$ cat src/common/dms_pkg.sv
package dms_pkg;

  // Register byte offsets
  localparam logic [7:0] OFF_CTRL = 8'h00;
  localparam logic [7:0] OFF_ADDR = 8'h04;
  localparam logic [7:0] OFF_PSHIFT = 8'h08;
  localparam logic [7:0] OFF_RPT = 8'h0c;
  localparam logic [7:0] OFF_ACC = 8'h10;
  localparam logic [7:0] OFF_PROD = 8'h14;
  localparam logic [7:0] OFF_MULT = 8'h18;
  localparam logic [7:0] OFF_STAT = 8'h1c;
  localparam logic [7:0] OFF_IRQ_ST = 8'h20;
  localparam logic [7:0] OFF_IRQ_EN = 8'h24;
  localparam logic [7:0] OFF_IRQ_CLR = 8'h28;

  // Control register fields
  localparam int CTRL_START = 0;
  localparam int CTRL_OP_LSB = 1;
  localparam int CTRL_KIND_LSB = 4;
  localparam int CTRL_RPT = 7;
  localparam int CTRL_SH_LSB = 8;

  // Status register fields
  localparam int STAT_N = 0;
  localparam int STAT_Z = 1;
  localparam int STAT_BUSY = 2;
  localparam int STAT_CNT_LSB = 16;

  // Event bits
  localparam int EV_DONE = 0;
  localparam int EV_TRAP = 1;
  localparam int EV_W = 2;

  // Accumulator shift bounds for the high-word store
  localparam logic [3:0] SH_MIN = 4'h1;
  localparam logic [3:0] SH_MAX = 4'h8;
  localparam logic [4:0] HALF_W = 5'h10;

  // Long operand word offset of the delay-line destination
  localparam int DLY_OFS = 2;

  typedef enum logic [2:0] {
    OP_DELAY_LINE_MOVE,
    OP_STORE_HIGH_ACC,
    OP_STORE_HIGH_PROD,
    OP_LOAD_ACC_MEM,
    OP_LOAD_ACC_PROD
  } dms_op_t;

  typedef enum logic [2:0] {
    KIND_MEMORY,
    KIND_UPPER_HALF_SUM,
    KIND_LOWER_HALF_SUM,
    KIND_AUX_POINTER_REGISTER,
    KIND_ACC,
    KIND_PRODUCT,
    KIND_MULTIPLICAND_REGISTER
  } dms_kind_t;

  localparam logic [31:0] RST_WORD = 32'h0000_0000;

endpackage : dms_pkg

$ cat src/rtl/dms_exec.sv
`timescale 1ns/1ps
module dms_exec #(
  parameter int MEM_AW = 16,
  parameter int RPT_W = 16
) (
  // Clock and reset
  input wire logic pclk,
  input wire logic presetn,
  // APB slave
  input wire logic psel,
  input wire logic penable,
  input wire logic pwrite,
  input wire logic [7:0] paddr,
  input wire logic [31:0] pwdata,
  output logic [31:0] prdata,
  output logic pready,
  output logic pslverr,
  // Data memory, 16-bit words
  output logic mem_req,
  output logic mem_we,
  output logic [MEM_AW-1:0] mem_addr,
  output logic [15:0] mem_wdata,
  input wire logic [15:0] mem_rdata,
  input wire logic mem_ack,
  // Interrupt
  output logic irq
);
  import dms_pkg::*;

  typedef enum {ST_IDLE, ST_RD_LO, ST_RD_HI, ST_WR_LO, ST_WR_HI, ST_STORE} dms_state_t;

  function automatic logic is_mapped(input logic [7:0] a);
    return a == OFF_CTRL || a == OFF_ADDR || a == OFF_PSHIFT || a == OFF_RPT ||
           a == OFF_ACC || a == OFF_PROD || a == OFF_MULT || a == OFF_STAT ||
           a == OFF_IRQ_ST || a == OFF_IRQ_EN || a == OFF_IRQ_CLR;
  endfunction : is_mapped

  function automatic logic [31:0] shift_prod(input logic [31:0] p, input logic [3:0] mode);
    logic signed [31:0] sp;
    sp = signed'(p);
    if (!mode[3]) begin
      return p << mode;
    end
    // Magnitude of a negative mode is sixteen minus its raw code
    return 32'(sp >>> (HALF_W - 5'(mode)));
  endfunction : shift_prod

  dms_state_t state, next_state;
  dms_op_t op, next_op;
  dms_kind_t kind, next_kind;
  logic [3:0] shamt, next_shamt;
  logic [MEM_AW-1:0] opnd_addr, next_opnd_addr;
  logic [3:0] product_shift_mode, next_product_shift_mode;
  logic [RPT_W-1:0] repeat_counter, next_repeat_counter;
  logic [RPT_W-1:0] iter, next_iter;
  logic [31:0] acc, next_acc;
  logic [31:0] prod, next_prod;
  logic [31:0] multiplicand_register, next_multiplicand_register;
  logic [15:0] lo_word, next_lo_word;
  logic flag_n, next_flag_n;
  logic flag_z, next_flag_z;
  logic [EV_W-1:0] ev_st, next_ev_st;
  logic [EV_W-1:0] ev_en, next_ev_en;
  logic [31:0] next_prdata;
  logic next_mem_we;
  logic [MEM_AW-1:0] next_mem_addr;
  logic [15:0] next_mem_wdata;

  logic wr_acc, rd_setup;
  logic [EV_W-1:0] ev_set, ev_clr;
  logic [31:0] prod_sh;
  logic [15:0] acc_high;
  logic [31:0] acc_shr;
  logic [15:0] store_val;

  assign wr_acc = psel && penable && pwrite;
  assign rd_setup = psel && !penable && !pwrite;
  assign pready = 1'b1;
  assign pslverr = psel && penable && !is_mapped(paddr);
  assign mem_req = state != ST_IDLE && !(state == ST_STORE && kind != KIND_MEMORY);
  assign irq = |(ev_st & ev_en);

  assign prod_sh = shift_prod(prod, product_shift_mode);
  assign acc_shr = acc >> (HALF_W - 5'(shamt));
  assign acc_high = acc_shr[15:0];
  assign store_val = (op == OP_STORE_HIGH_ACC) ? acc_high : prod_sh[31:16];

  always_comb begin
    logic [31:0] ld;
    logic [15:0] half;
    logic last;
    ld = {mem_rdata, lo_word};
    half = 16'h0000;
    last = iter == '0;
    next_state = state;
    next_op = op;
    next_kind = kind;
    next_shamt = shamt;
    next_opnd_addr = opnd_addr;
    next_product_shift_mode = product_shift_mode;
    next_repeat_counter = repeat_counter;
    next_iter = iter;
    next_acc = acc;
    next_prod = prod;
    next_multiplicand_register = multiplicand_register;
    next_lo_word = lo_word;
    next_flag_n = flag_n;
    next_flag_z = flag_z;
    next_ev_en = ev_en;
    next_mem_we = mem_we;
    next_mem_addr = mem_addr;
    next_mem_wdata = mem_wdata;
    ev_set = '0;
    ev_clr = '0;
    next_prdata = prdata;

    if (rd_setup) begin
      unique case (paddr)
        OFF_ADDR: next_prdata = 32'(opnd_addr);
        OFF_PSHIFT: next_prdata = 32'(product_shift_mode);
        OFF_RPT: next_prdata = 32'(repeat_counter);
        OFF_ACC: next_prdata = acc;
        OFF_PROD: next_prdata = prod;
        OFF_MULT: next_prdata = multiplicand_register;
        OFF_STAT: next_prdata = {16'(iter), 13'h0, state != ST_IDLE, flag_z, flag_n};
        OFF_IRQ_ST: next_prdata = 32'(ev_st);
        OFF_IRQ_EN: next_prdata = 32'(ev_en);
        default: next_prdata = RST_WORD;
      endcase
    end

    // Operand registers are only writable while idle so a running op sees stable inputs
    if (wr_acc && state == ST_IDLE) begin
      unique case (paddr)
        OFF_ADDR: next_opnd_addr = pwdata[MEM_AW-1:0];
        OFF_PSHIFT: next_product_shift_mode = pwdata[3:0];
        OFF_RPT: next_repeat_counter = pwdata[RPT_W-1:0];
        OFF_ACC: next_acc = pwdata;
        OFF_PROD: next_prod = pwdata;
        OFF_MULT: next_multiplicand_register = pwdata;
        default: ;
      endcase
    end
    if (wr_acc && paddr == OFF_IRQ_EN) begin
      next_ev_en = pwdata[EV_W-1:0];
    end
    if (wr_acc && paddr == OFF_IRQ_CLR) begin
      ev_clr = pwdata[EV_W-1:0];
    end

    unique case (state)
      ST_IDLE: begin
        if (wr_acc && paddr == OFF_CTRL && pwdata[CTRL_START]) begin
          next_op = dms_op_t'(pwdata[CTRL_OP_LSB +: 3]);
          next_kind = dms_kind_t'(pwdata[CTRL_KIND_LSB +: 3]);
          next_shamt = pwdata[CTRL_SH_LSB +: 4];
          next_iter = '0;
          if (pwdata[CTRL_RPT]) begin
            if (next_op == OP_STORE_HIGH_ACC || next_op == OP_STORE_HIGH_PROD) begin
              next_iter = repeat_counter;
            end
            next_repeat_counter = '0;
          end
          next_mem_we = 1'b0;
          next_mem_addr = {opnd_addr[MEM_AW-1:1], 1'b0};
          if (next_op == OP_DELAY_LINE_MOVE && next_kind != KIND_MEMORY) begin
            ev_set[EV_TRAP] = 1'b1;
            next_iter = '0;
          end else if ((next_op == OP_STORE_HIGH_ACC || next_op == OP_STORE_HIGH_PROD) &&
                       next_kind > KIND_LOWER_HALF_SUM) begin
            ev_set[EV_TRAP] = 1'b1;
            next_iter = '0;
          end else if (next_op == OP_STORE_HIGH_ACC &&
                       (next_shamt < SH_MIN || next_shamt > SH_MAX)) begin
            ev_set[EV_TRAP] = 1'b1;
            next_iter = '0;
          end else if (next_op == OP_LOAD_ACC_MEM && next_kind != KIND_MEMORY) begin
            ev_set[EV_TRAP] = 1'b1;
          end else if (next_op == OP_LOAD_ACC_PROD) begin
            next_acc = prod_sh;
            next_flag_n = prod_sh[31];
            next_flag_z = prod_sh == '0;
            ev_set[EV_DONE] = 1'b1;
          end else if (next_op == OP_DELAY_LINE_MOVE || next_op == OP_LOAD_ACC_MEM) begin
            next_state = ST_RD_LO;
          end else if (next_op <= OP_STORE_HIGH_PROD) begin
            next_state = ST_STORE;
            next_mem_we = 1'b1;
            next_mem_addr = opnd_addr;
            // Write data must already stand when the request rises
            next_mem_wdata = (next_op == OP_STORE_HIGH_ACC) ?
                             16'(acc >> (HALF_W - 5'(next_shamt))) : prod_sh[31:16];
          end else begin
            ev_set[EV_TRAP] = 1'b1;
          end
        end
      end
      ST_RD_LO: begin
        if (mem_ack) begin
          next_lo_word = mem_rdata;
          next_mem_addr = mem_addr + MEM_AW'(1);
          next_state = ST_RD_HI;
        end
      end
      ST_RD_HI: begin
        if (mem_ack) begin
          if (op == OP_DELAY_LINE_MOVE) begin
            next_multiplicand_register = ld;
            next_mem_we = 1'b1;
            next_mem_addr = mem_addr + MEM_AW'(DLY_OFS - 1);
            next_mem_wdata = ld[15:0];
            next_state = ST_WR_LO;
          end else begin
            next_acc = ld;
            next_flag_n = ld[31];
            next_flag_z = ld == '0;
            ev_set[EV_DONE] = 1'b1;
            next_state = ST_IDLE;
          end
        end
      end
      ST_WR_LO: begin
        if (mem_ack) begin
          next_mem_addr = mem_addr + MEM_AW'(1);
          next_mem_wdata = multiplicand_register[31:16];
          next_state = ST_WR_HI;
        end
      end
      ST_WR_HI: begin
        if (mem_ack) begin
          next_mem_we = 1'b0;
          ev_set[EV_DONE] = 1'b1;
          next_state = ST_IDLE;
        end
      end
      ST_STORE: begin
        next_mem_wdata = store_val;
        if (kind != KIND_MEMORY || mem_ack) begin
          if (kind == KIND_UPPER_HALF_SUM) begin
            next_acc[31:16] = store_val;
            half = store_val;
          end else if (kind == KIND_LOWER_HALF_SUM) begin
            next_acc[15:0] = store_val;
            half = store_val;
          end
          // Flags only follow the half target, and only on the last pass
          if (kind != KIND_MEMORY && last) begin
            next_flag_n = half[15];
            next_flag_z = half == 16'h0000;
          end
          if (last) begin
            next_mem_we = 1'b0;
            ev_set[EV_DONE] = 1'b1;
            next_state = ST_IDLE;
          end else begin
            next_iter = iter - RPT_W'(1);
            next_mem_addr = mem_addr + MEM_AW'(1);
          end
        end
      end
    endcase

    // A new event wins over a clear in the same cycle
    next_ev_st = (ev_st & ~ev_clr) | ev_set;
  end

  always_ff @(posedge pclk or negedge presetn) begin
    if (!presetn) begin
      state <= ST_IDLE;
      op <= OP_DELAY_LINE_MOVE;
      kind <= KIND_MEMORY;
      shamt <= '0;
      opnd_addr <= '0;
      product_shift_mode <= '0;
      repeat_counter <= '0;
      iter <= '0;
      acc <= RST_WORD;
      prod <= RST_WORD;
      multiplicand_register <= RST_WORD;
      lo_word <= '0;
      flag_n <= 1'b0;
      flag_z <= 1'b0;
      ev_st <= '0;
      ev_en <= '0;
      prdata <= RST_WORD;
      mem_we <= 1'b0;
      mem_addr <= '0;
      mem_wdata <= '0;
    end else begin
      state <= next_state;
      op <= next_op;
      kind <= next_kind;
      shamt <= next_shamt;
      opnd_addr <= next_opnd_addr;
      product_shift_mode <= next_product_shift_mode;
      repeat_counter <= next_repeat_counter;
      iter <= next_iter;
      acc <= next_acc;
      prod <= next_prod;
      multiplicand_register <= next_multiplicand_register;
      lo_word <= next_lo_word;
      flag_n <= next_flag_n;
      flag_z <= next_flag_z;
      ev_st <= next_ev_st;
      ev_en <= next_ev_en;
      prdata <= next_prdata;
      mem_we <= next_mem_we;
      mem_addr <= next_mem_addr;
      mem_wdata <= next_mem_wdata;
    end
  end

endmodule : dms_exec

$ cat config.mk
export PLATFORM = sky130hd
export DESIGN_NAME = dms_exec
export DESIGN_NICKNAME = d
export VERILOG_FILES = /design/src/common/dms_pkg.sv /design/src/rtl/dms_exec.sv
export SDC_FILE = /design/constraint.sdc
export NUM_CORES = 1
export LEC_CHECK = 0
export ABC_AREA = 0
export ABC_CLOCK_PERIOD_IN_PS = 4700
export BUFFER_PORTS_ARGS = -buffer_cell sky130_fd_sc_hd__buf_2
export CAP_MARGIN = 20
export CELL_PAD_IN_SITES_DETAIL_PLACEMENT = 2
export CELL_PAD_IN_SITES_GLOBAL_PLACEMENT = 2
export CORE_MARGIN = 1.5
export CORE_UTILIZATION = 40
export DETAILED_ROUTE_END_ITERATION = 10
export GPL_TIMING_DRIVEN = 0
export PLACE_DENSITY = 0.82
export SLEW_MARGIN = 20
export SYNTH_ARGS = -nofsm -noshare
export SYNTH_HDL_FRONTEND = slang
export SYNTH_SLANG_ARGS = --single-unit
$ cat constraint.sdc
create_clock -name pclk -period 4.7 [get_ports pclk]
set_input_delay 0.94 -clock pclk [delete_from_list [all_inputs] [get_ports pclk]]
set_output_delay 0.94 -clock pclk [all_outputs]
set_load 0.1 [all_outputs]
==> results.sh, run 1 <==
export IMPL_wirelength_mm=126
export IMPL_finalWorstPathRequiredPeriod_ps=4740
export IMPL_finalHoldViolations=0
export IMPL_seq_power_share_pct=32.9
export IMPL_cts_num_sinks=248
export IMPL_die_width_um=229
export IMPL_cp_start_kind="register"
export IMPL_synth_register_bits=248
export IMPL_detailedRoute_firstIterationViolations=3063
export IMPL_setup_worst_path_class="reg -> reg"
export IMPL_synth_enable_flop_cells=0
export IMPL_cellLeakagePower_nw=9.39
export IMPL_synth_cells=2216
export IMPL_final_worst_path_period_share_pct=101
export IMPL_switchingPower_mw=4.91
export IMPL_largest_family_of_logic_cells_by_synthesized_area="multiplexers"
export IMPL_power_share_switching_pct=49.8
export IMPL_clk_latency_ps=590
export IMPL_share_of_power_burned_in_the_clock_network_pct=23.3
export IMPL_core_rowCount=82
export IMPL_cts_tree="yes"
export IMPL_fp_coreArea_um2=50300
export IMPL_gr_usage_all_layers_pct=47.0
export IMPL_port_buffer_count=123
export IMPL_cts_inserted_buffers=28
export IMPL_antenna_found_initial=10
export IMPL_area_share_of_fa_ha_maj_cells_after_synthesis_pct=0.306
export IMPL_synth_compound_area_share_pct=21.7
export IMPL_design_portCount=131
export IMPL_overall_power_mw=9.85
export IMPL_starting_density_of_the_core_pct=40.7
export IMPL_vdd_ir_drop_max_v=0.000458
export IMPL_critical_path_endpoint_type="register"
export IMPL_first_pass_grt_wire_length_mm=178
export IMPL_cts_htree_levels=1
export IMPL_hpwl_mm=93.5
export IMPL_antenna_diode_count=0
export IMPL_postCtsHoldBufs=0
export IMPL_clock_tree_root_cell="sky130_fd_sc_hd__clkbuf_16"
export IMPL_routed_via_density=7.43
export IMPL_syn_num_nets=2283
export IMPL_clock_skew_final_ps=24.0
export IMPL_cpPeakStageDelay_ps=650
export IMPL_cts_reportedPaths_clkPinSlew_ps=60
export IMPL_yosys_area_share_simple_pct=14.9
export IMPL_globalplace_congestion=1.05
export IMPL_area_delta_synth_final_pct=13.6
export IMPL_achievable_frequency_mhz=211
export IMPL_synthesis_area_um2=20400
export IMPL_synth_lib_cells_used_distinct=99
export IMPL_synthesis_warning_total=0
export IMPL_grt_overflow_total=0
export IMPL_timing_hold_ws_ps=365
export IMPL_cpLargestDelayFamily="buffers and inverters"
export IMPL_route_vias_total=22782
export IMPL_grt_start_max_net_pins=92
export IMPL_critical_path_slowest_cell="sky130_fd_sc_hd__o22ai_1"
export IMPL_routed_wire_length_per_instance_um=41.0
export IMPL_crit_path_frequent_cell="sky130_fd_sc_hd__buf_12"
export IMPL_power_internal_mw=4.94
export IMPL_status="finished with violations"
export IMPL_worstPathCellList="buf_6 -> buf_12 -> buf_12 -> buf_8 -> inv_2 -> buf_4 -> ha_1 -> clkbuf_4 -> xnor2_4 -> buf_1 -> a31oi_1 -> a32o_1 -> o22ai_1 -> o21ai_0 -> o22a_1"
export IMPL_synth_yosys_seq_area_share_pct=30.3
export IMPL_post_synth_arst_share_pct=100
export IMPL_die_ht_um=229
export IMPL_drc_errors=0
export IMPL_maximum_buffer_depth_of_the_clock_tree=3
export IMPL_route_antenna_remaining_nets=0
export IMPL_synthesized_area_fraction_occupied_by_xor_and_xnor_cells_pct=0.416
export IMPL_relSlewSlack_pct=12.0
export IMPL_worst_slew_pin_tran_ps=1310
export IMPL_worstPathBufferInverterCount=8
export IMPL_firstDrtPassIters=6
export IMPL_critPathRequiredTime_ps=5180
export IMPL_slew_limit_fails=0
export IMPL_post_route_worst_setup_slack_ps=-40.4
export IMPL_drive_gt1_share_pct=22.5
export IMPL_setup_viol=1
export IMPL_worstPathArrival_ps=5220
export IMPL_yosys_most_used_dff="sky130_fd_sc_hd__dfrtp_1"
export IMPL_finish_net_count=2448
export IMPL_syn_avg_cell_area_um2=9.23
export IMPL_power_density_nw_per_um2=424
export IMPL_worst_path_max_fanout=10
export IMPL_max_cap_violations=0
export IMPL_dieArea_um2=52500
export IMPL_hold_path_class="in -> async"
export IMPL_failed_checks="negative setup slack"
export IMPL_combinationalPowerShare_pct=43.8
export IMPL_first_global_vias=23355
export IMPL_synthMuxAreaShare_pct=26.6
## logic make-up (layout without fill, tap and decap cells)
family                     count (synthesis)  in the layout
xor gates and xnor gates                   8              8
buffers and inverters                    257            437
DFF                                      248            248
other                                      1              1
and+or+nand+nor                          641            641
adders and majority gates                  5              5
AOI/OAI and AO/OA                        655            655
muxes                                    401            401
## routing by layer
layer / vias to the layer above / part of all wire (%) / GRT usage [%]
met3: 495 / 11 / 11.2
li1: 8805 / - / -
met5: - / 0.052 / 0
met2: 1664 / 43 / 69.9
met4: 10 / 7.8 / 29.6
met1: 11808 / 38 / 61.4
## path summary, 6_finish.rpt
| check | from | to | slack, ps | depth (start not counted) |
|---|---|---|---|---|
| min in group pclk | mem_wdata[15] | mem_wdata[15] | 510 | 1 |
| max in group asynchronous | presetn | multiplicand_register[22] | 2960 | 3 |
| worst max-delay path | product_shift_mode[0] | mem_wdata[9] | -40 | 15 |
| worst max register to register | product_shift_mode[0] | mem_wdata[9] | -40 | 15 |
| worst min register to register | mem_wdata[15] | mem_wdata[15] | 510 | 1 |
| worst min-delay path | presetn | mem_addr[8] | 360 | 1 |
## cells in the final DEF (no fill, tap or decap), types with 29 or more instances in the layout
cell                          n
sky130_fd_sc_hd__buf_2      159
sky130_fd_sc_hd__a22oi_1     40
sky130_fd_sc_hd__a22o_1      50
sky130_fd_sc_hd__o21ai_0    152
sky130_fd_sc_hd__dfrtp_1    248
sky130_fd_sc_hd__nand3_1     54
sky130_fd_sc_hd__clkbuf_1   155
sky130_fd_sc_hd__mux2i_1    182
sky130_fd_sc_hd__nor2_1     158
sky130_fd_sc_hd__mux2_2     114
sky130_fd_sc_hd__mux4_2     102
sky130_fd_sc_hd__nand2_1    248
sky130_fd_sc_hd__a21oi_1    140
sky130_fd_sc_hd__clkbuf_16   29
## flip-flops by register name, indices dropped and copies added, names as in the netlist, 4 cells and up
signal                 flops
lo_word                   16
repeat_counter            16
multiplicand_register     32
opnd_addr                 16
product_shift_mode         4
prdata                    32
acc                       32
iter                      16
prod                      32
shamt                      4
mem_addr                  16
mem_wdata                 16
## per-stage QoR
| step | worst slack [ps] | cell area [um^2] | cells | util, % | TNS [ps] |
|---|---|---|---|---|---|
| global placement | -1960 | 21900 | 3011 | 43.6 | -514160 |
| finish | -40.4 | 23200 | 3068 | 46.2 | -40.4 |
| global route | -3.61 | 23200 | 3068 | 46.2 | -3.61 |
| CTS | -4.39 | 23000 | 3064 | 45.8 | -4.39 |
| floorplan | 727 | 20400 | 2216 | - | 0 |
| detailed placement | -1060 | 22000 | 3016 | 43.8 | -41760 |
## worst reg2reg max path: stages (launching register included)
cell and delay [ps]:
sky130_fd_sc_hd__dfrtp_1 370, sky130_fd_sc_hd__buf_6 150, sky130_fd_sc_hd__buf_12 170, sky130_fd_sc_hd__buf_12 160, sky130_fd_sc_hd__buf_8 150, sky130_fd_sc_hd__inv_2 270, sky130_fd_sc_hd__buf_4 290, sky130_fd_sc_hd__ha_1 190
sky130_fd_sc_hd__clkbuf_4 310, sky130_fd_sc_hd__xnor2_4 230, sky130_fd_sc_hd__buf_1 610, sky130_fd_sc_hd__a31oi_1 170, sky130_fd_sc_hd__a32o_1 510, sky130_fd_sc_hd__o22ai_1 650, sky130_fd_sc_hd__o21ai_0 190, sky130_fd_sc_hd__o22a_1 210
## what timing repair did
| item | 4_1_cts | 5_1_grt |
|---|---|---|
| pin swaps | 2 | 2 |
| buffers inserted | 3 | 5 |
| resized for setup | 28 | 33 |
| endpoints found under the setup margin | 64 | 28 |
## synthesized netlist by cell type, drive strengths merged, types with 26 or more instances
cell / n / area [um^2]
a21oi: 145 / 737
a22o: 50 / 438
a22oi: 41 / 308
buf: 73 / 470
clkbuf: 155 / 589
dfrtp: 248 / 6210
inv: 26 / 97.6
mux2: 114 / 1280
mux2i: 185 / 1850
mux4: 102 / 2300
nand2: 248 / 931
nand3: 55 / 280
nor2: 161 / 604
nor3: 33 / 186
nor4: 26 / 205
o21ai: 163 / 820
## layout make-up
cell class              count  area, um^2
plain buffers             227        1090
clock buffers              43         828
clock inverters             2        60.1
fillers                  5533       27000
inverters                  29         110
multi-input cells        1711       13300
flip-flops and latches    248        6210
well taps                 672         841
repair buffers            136         761
## power by group through the flow
stage / combinational [mW] / clock (mW) / sequential (mW)
final: 4.32 / 2.29 / 3.24
after global routing: 4.47 / 2.34 / 3.21
after CTS: 4.18 / 2.27 / 3.18
after detailed placement: 4.11 / 0 / 3.21
after global placement: 3.92 / 0 / 3.18
after floorplan: 1.97 / 0 / 3.73
Note: power is estimated with default switching activity, not from simulation.
==> inputs of run 2 (changes only) <==
--- a/config.mk
+++ b/config.mk
@@ -14,8 +14,8 @@
 export CORE_MARGIN = 1.5
 export CORE_UTILIZATION = 40
 export DETAILED_ROUTE_END_ITERATION = 10
-export GPL_TIMING_DRIVEN = 0
 export PLACE_DENSITY = 0.82
+export SKIP_CTS_REPAIR_TIMING = 1
 export SLEW_MARGIN = 20
 export SYNTH_ARGS = -nofsm -noshare
 export SYNTH_HDL_FRONTEND = slang
==> results.sh, run 2 (same netlist as run 1, synthesis figures left out) <==
export IMPL_status="complete, no violations"
export IMPL_cts_inserted_buffers=31
export IMPL_grt_start_max_net_pins=110
export IMPL_wirelength_mm=111
export IMPL_drc_errors=0
export IMPL_totalNegativeSetupSlack_ps=0
export IMPL_first_global_vias=22061
export IMPL_critPathRequiredTime_ps=5150
export IMPL_setup_worst_path_class="reg -> reg"
export IMPL_antenna_found_initial=3
export IMPL_slew_limit_fails=0
export IMPL_worst_slew_pin_tran_ps=1150
export IMPL_fp_coreArea_um2=50300
export IMPL_critical_path_reg2reg_startpoint="product_shift_mode[0]"
export IMPL_gr_usage_all_layers_pct=41.7
export IMPL_route_antenna_remaining_nets=0
export IMPL_cts_reportedPaths_clkPinSlew_ps=60
export IMPL_rsz_0062_raised_after_global_routing="false"
export IMPL_cts_htree_levels=1
export IMPL_power_density_nw_per_um2=430
export IMPL_first_pass_grt_wire_length_mm=161
export IMPL_final_worst_path_period_share_pct=89.3
export IMPL_critical_path_startpoint="product_shift_mode[0]"
export IMPL_routed_wire_length_per_instance_um=38.0
export IMPL_finalHoldViolations=0
export IMPL_drive_gt1_share_pct=24.1
export IMPL_finish_net_count=2302
export IMPL_worst_path_max_fanout=41
export IMPL_cp_start_kind="register"
export IMPL_setup_viol=0
export IMPL_route_vias_total=21359
export IMPL_achievable_frequency_mhz=238
export IMPL_starting_density_of_the_core_pct=40.7
export IMPL_timing_hold_ws_ps=248
export IMPL_critical_path_endpoint_type="register"
export IMPL_routed_via_density=7.30
export IMPL_design_portCount=131
export IMPL_firstDrtPassIters=8
export IMPL_leading_cell_type_in_the_layout_fill_and_taps_excluded="sky130_fd_sc_hd__nand2_1"
export IMPL_dieArea_um2=52500
export IMPL_hold_path_class="in -> async"
export IMPL_vdd_ir_drop_max_v=0.000550
export IMPL_cellLeakagePower_nw=9.24
export IMPL_relSlewSlack_pct=23.5
export IMPL_maximum_buffer_depth_of_the_clock_tree=3
export IMPL_worstPathArrival_ps=4650
export IMPL_max_cap_violations=0
export IMPL_die_width_um=229
export IMPL_overall_power_mw=9.74
export IMPL_globalplace_congestion=1.01
export IMPL_clock_tree_root_cell="sky130_fd_sc_hd__clkbuf_16"
export IMPL_detailedRoute_firstIterationViolations=2630
export IMPL_die_ht_um=229
export IMPL_most_common_layout_cells="sky130_fd_sc_hd__nand2_1, sky130_fd_sc_hd__dfrtp_1, sky130_fd_sc_hd__mux2i_1"
export IMPL_hpwl_mm=81.0
export IMPL_clk_latency_ps=600
export IMPL_cts_num_sinks=248
export IMPL_cts_tree="yes"
export IMPL_grt_overflow_total=0
export IMPL_area_delta_synth_final_pct=10.8
export IMPL_core_rowCount=82
export IMPL_finalWorstPathRequiredPeriod_ps=4200
export IMPL_finalCoreUtilization_pct=45.1
export IMPL_port_buffer_count=129
export IMPL_clock_skew_final_ps=24.7
[run 2: cell types whose count changed in the layout (fill, tap and decap cells not counted), sizes merged]
cell and change:
buf +7, bufinv -1, clkbuf -154, clkinv +3, clkinvlp +1, diode +1, inv +2
[run 2: routing by layer]
layer / vias up / global-route usage (%) / share of wire [%]
li1: 8502 / - / -
met1: 11029 / 54.1 / 38
met2: 1403 / 63.5 / 44
met3: 423 / 7.82 / 9.4
met4: 2 / 27.3 / 7.9
met5: - / 0 / 0.012
[run 2: path summary, 6_finish.rpt]
kind | endpoint | cells after the start | slack, ps
max | flag_z | 11 | 500
max in group asynchronous | acc[21] | 2 | 3370
min | multiplicand_register[15] | 1 | 250
max reg2reg | flag_z | 11 | 500
min reg2reg | prdata[19] | 1 | 510
min in group pclk | prdata[19] | 1 | 510
[run 2: power breakdown]
part           internal (mW)  switching (mW)  total, mW
Clock                   1.38            1.03       2.40
Combinational           1.07            3.01       4.08
Sequential              2.54           0.714       3.26
[run 2: cell type report]
type / instances / area, um^2
Fill cell: 5452 / 27600
Multi-Input combinational cell: 1711 / 13200
Sequential cell: 248 / 6210
Timing Repair Buffer: 214 / 1340
Clock buffer: 45 / 908
Tap cell: 672 / 841
Inverter: 29 / 109
Clock inverter: 7 / 70.1
Antenna cell: 1 / 2.50
[run 2: metrics by stage]
stage                     setup slack [ps]  cell area, um^2  instances
final                                  504            22700       2927
after global routing                   354            22700       2926
after detailed placement               336            21700       2874
after CTS                              673            22600       2926
after floorplan                        727            20400       2216
after global placement                 347            21700       2873
[run 2: critical path, cell delays in order (launching register included)]
cell                        delay (ps)
sky130_fd_sc_hd__dfrtp_4           570
sky130_fd_sc_hd__inv_2              70
sky130_fd_sc_hd__ha_2              580
sky130_fd_sc_hd__buf_12            320
sky130_fd_sc_hd__mux2i_1           200
sky130_fd_sc_hd__and2_0            230
sky130_fd_sc_hd__a2111oi_0         740
sky130_fd_sc_hd__a31oi_1           100
sky130_fd_sc_hd__o22ai_1           590
sky130_fd_sc_hd__and4b_1           270
sky130_fd_sc_hd__a31oi_1           220
sky130_fd_sc_hd__o31ai_1           130
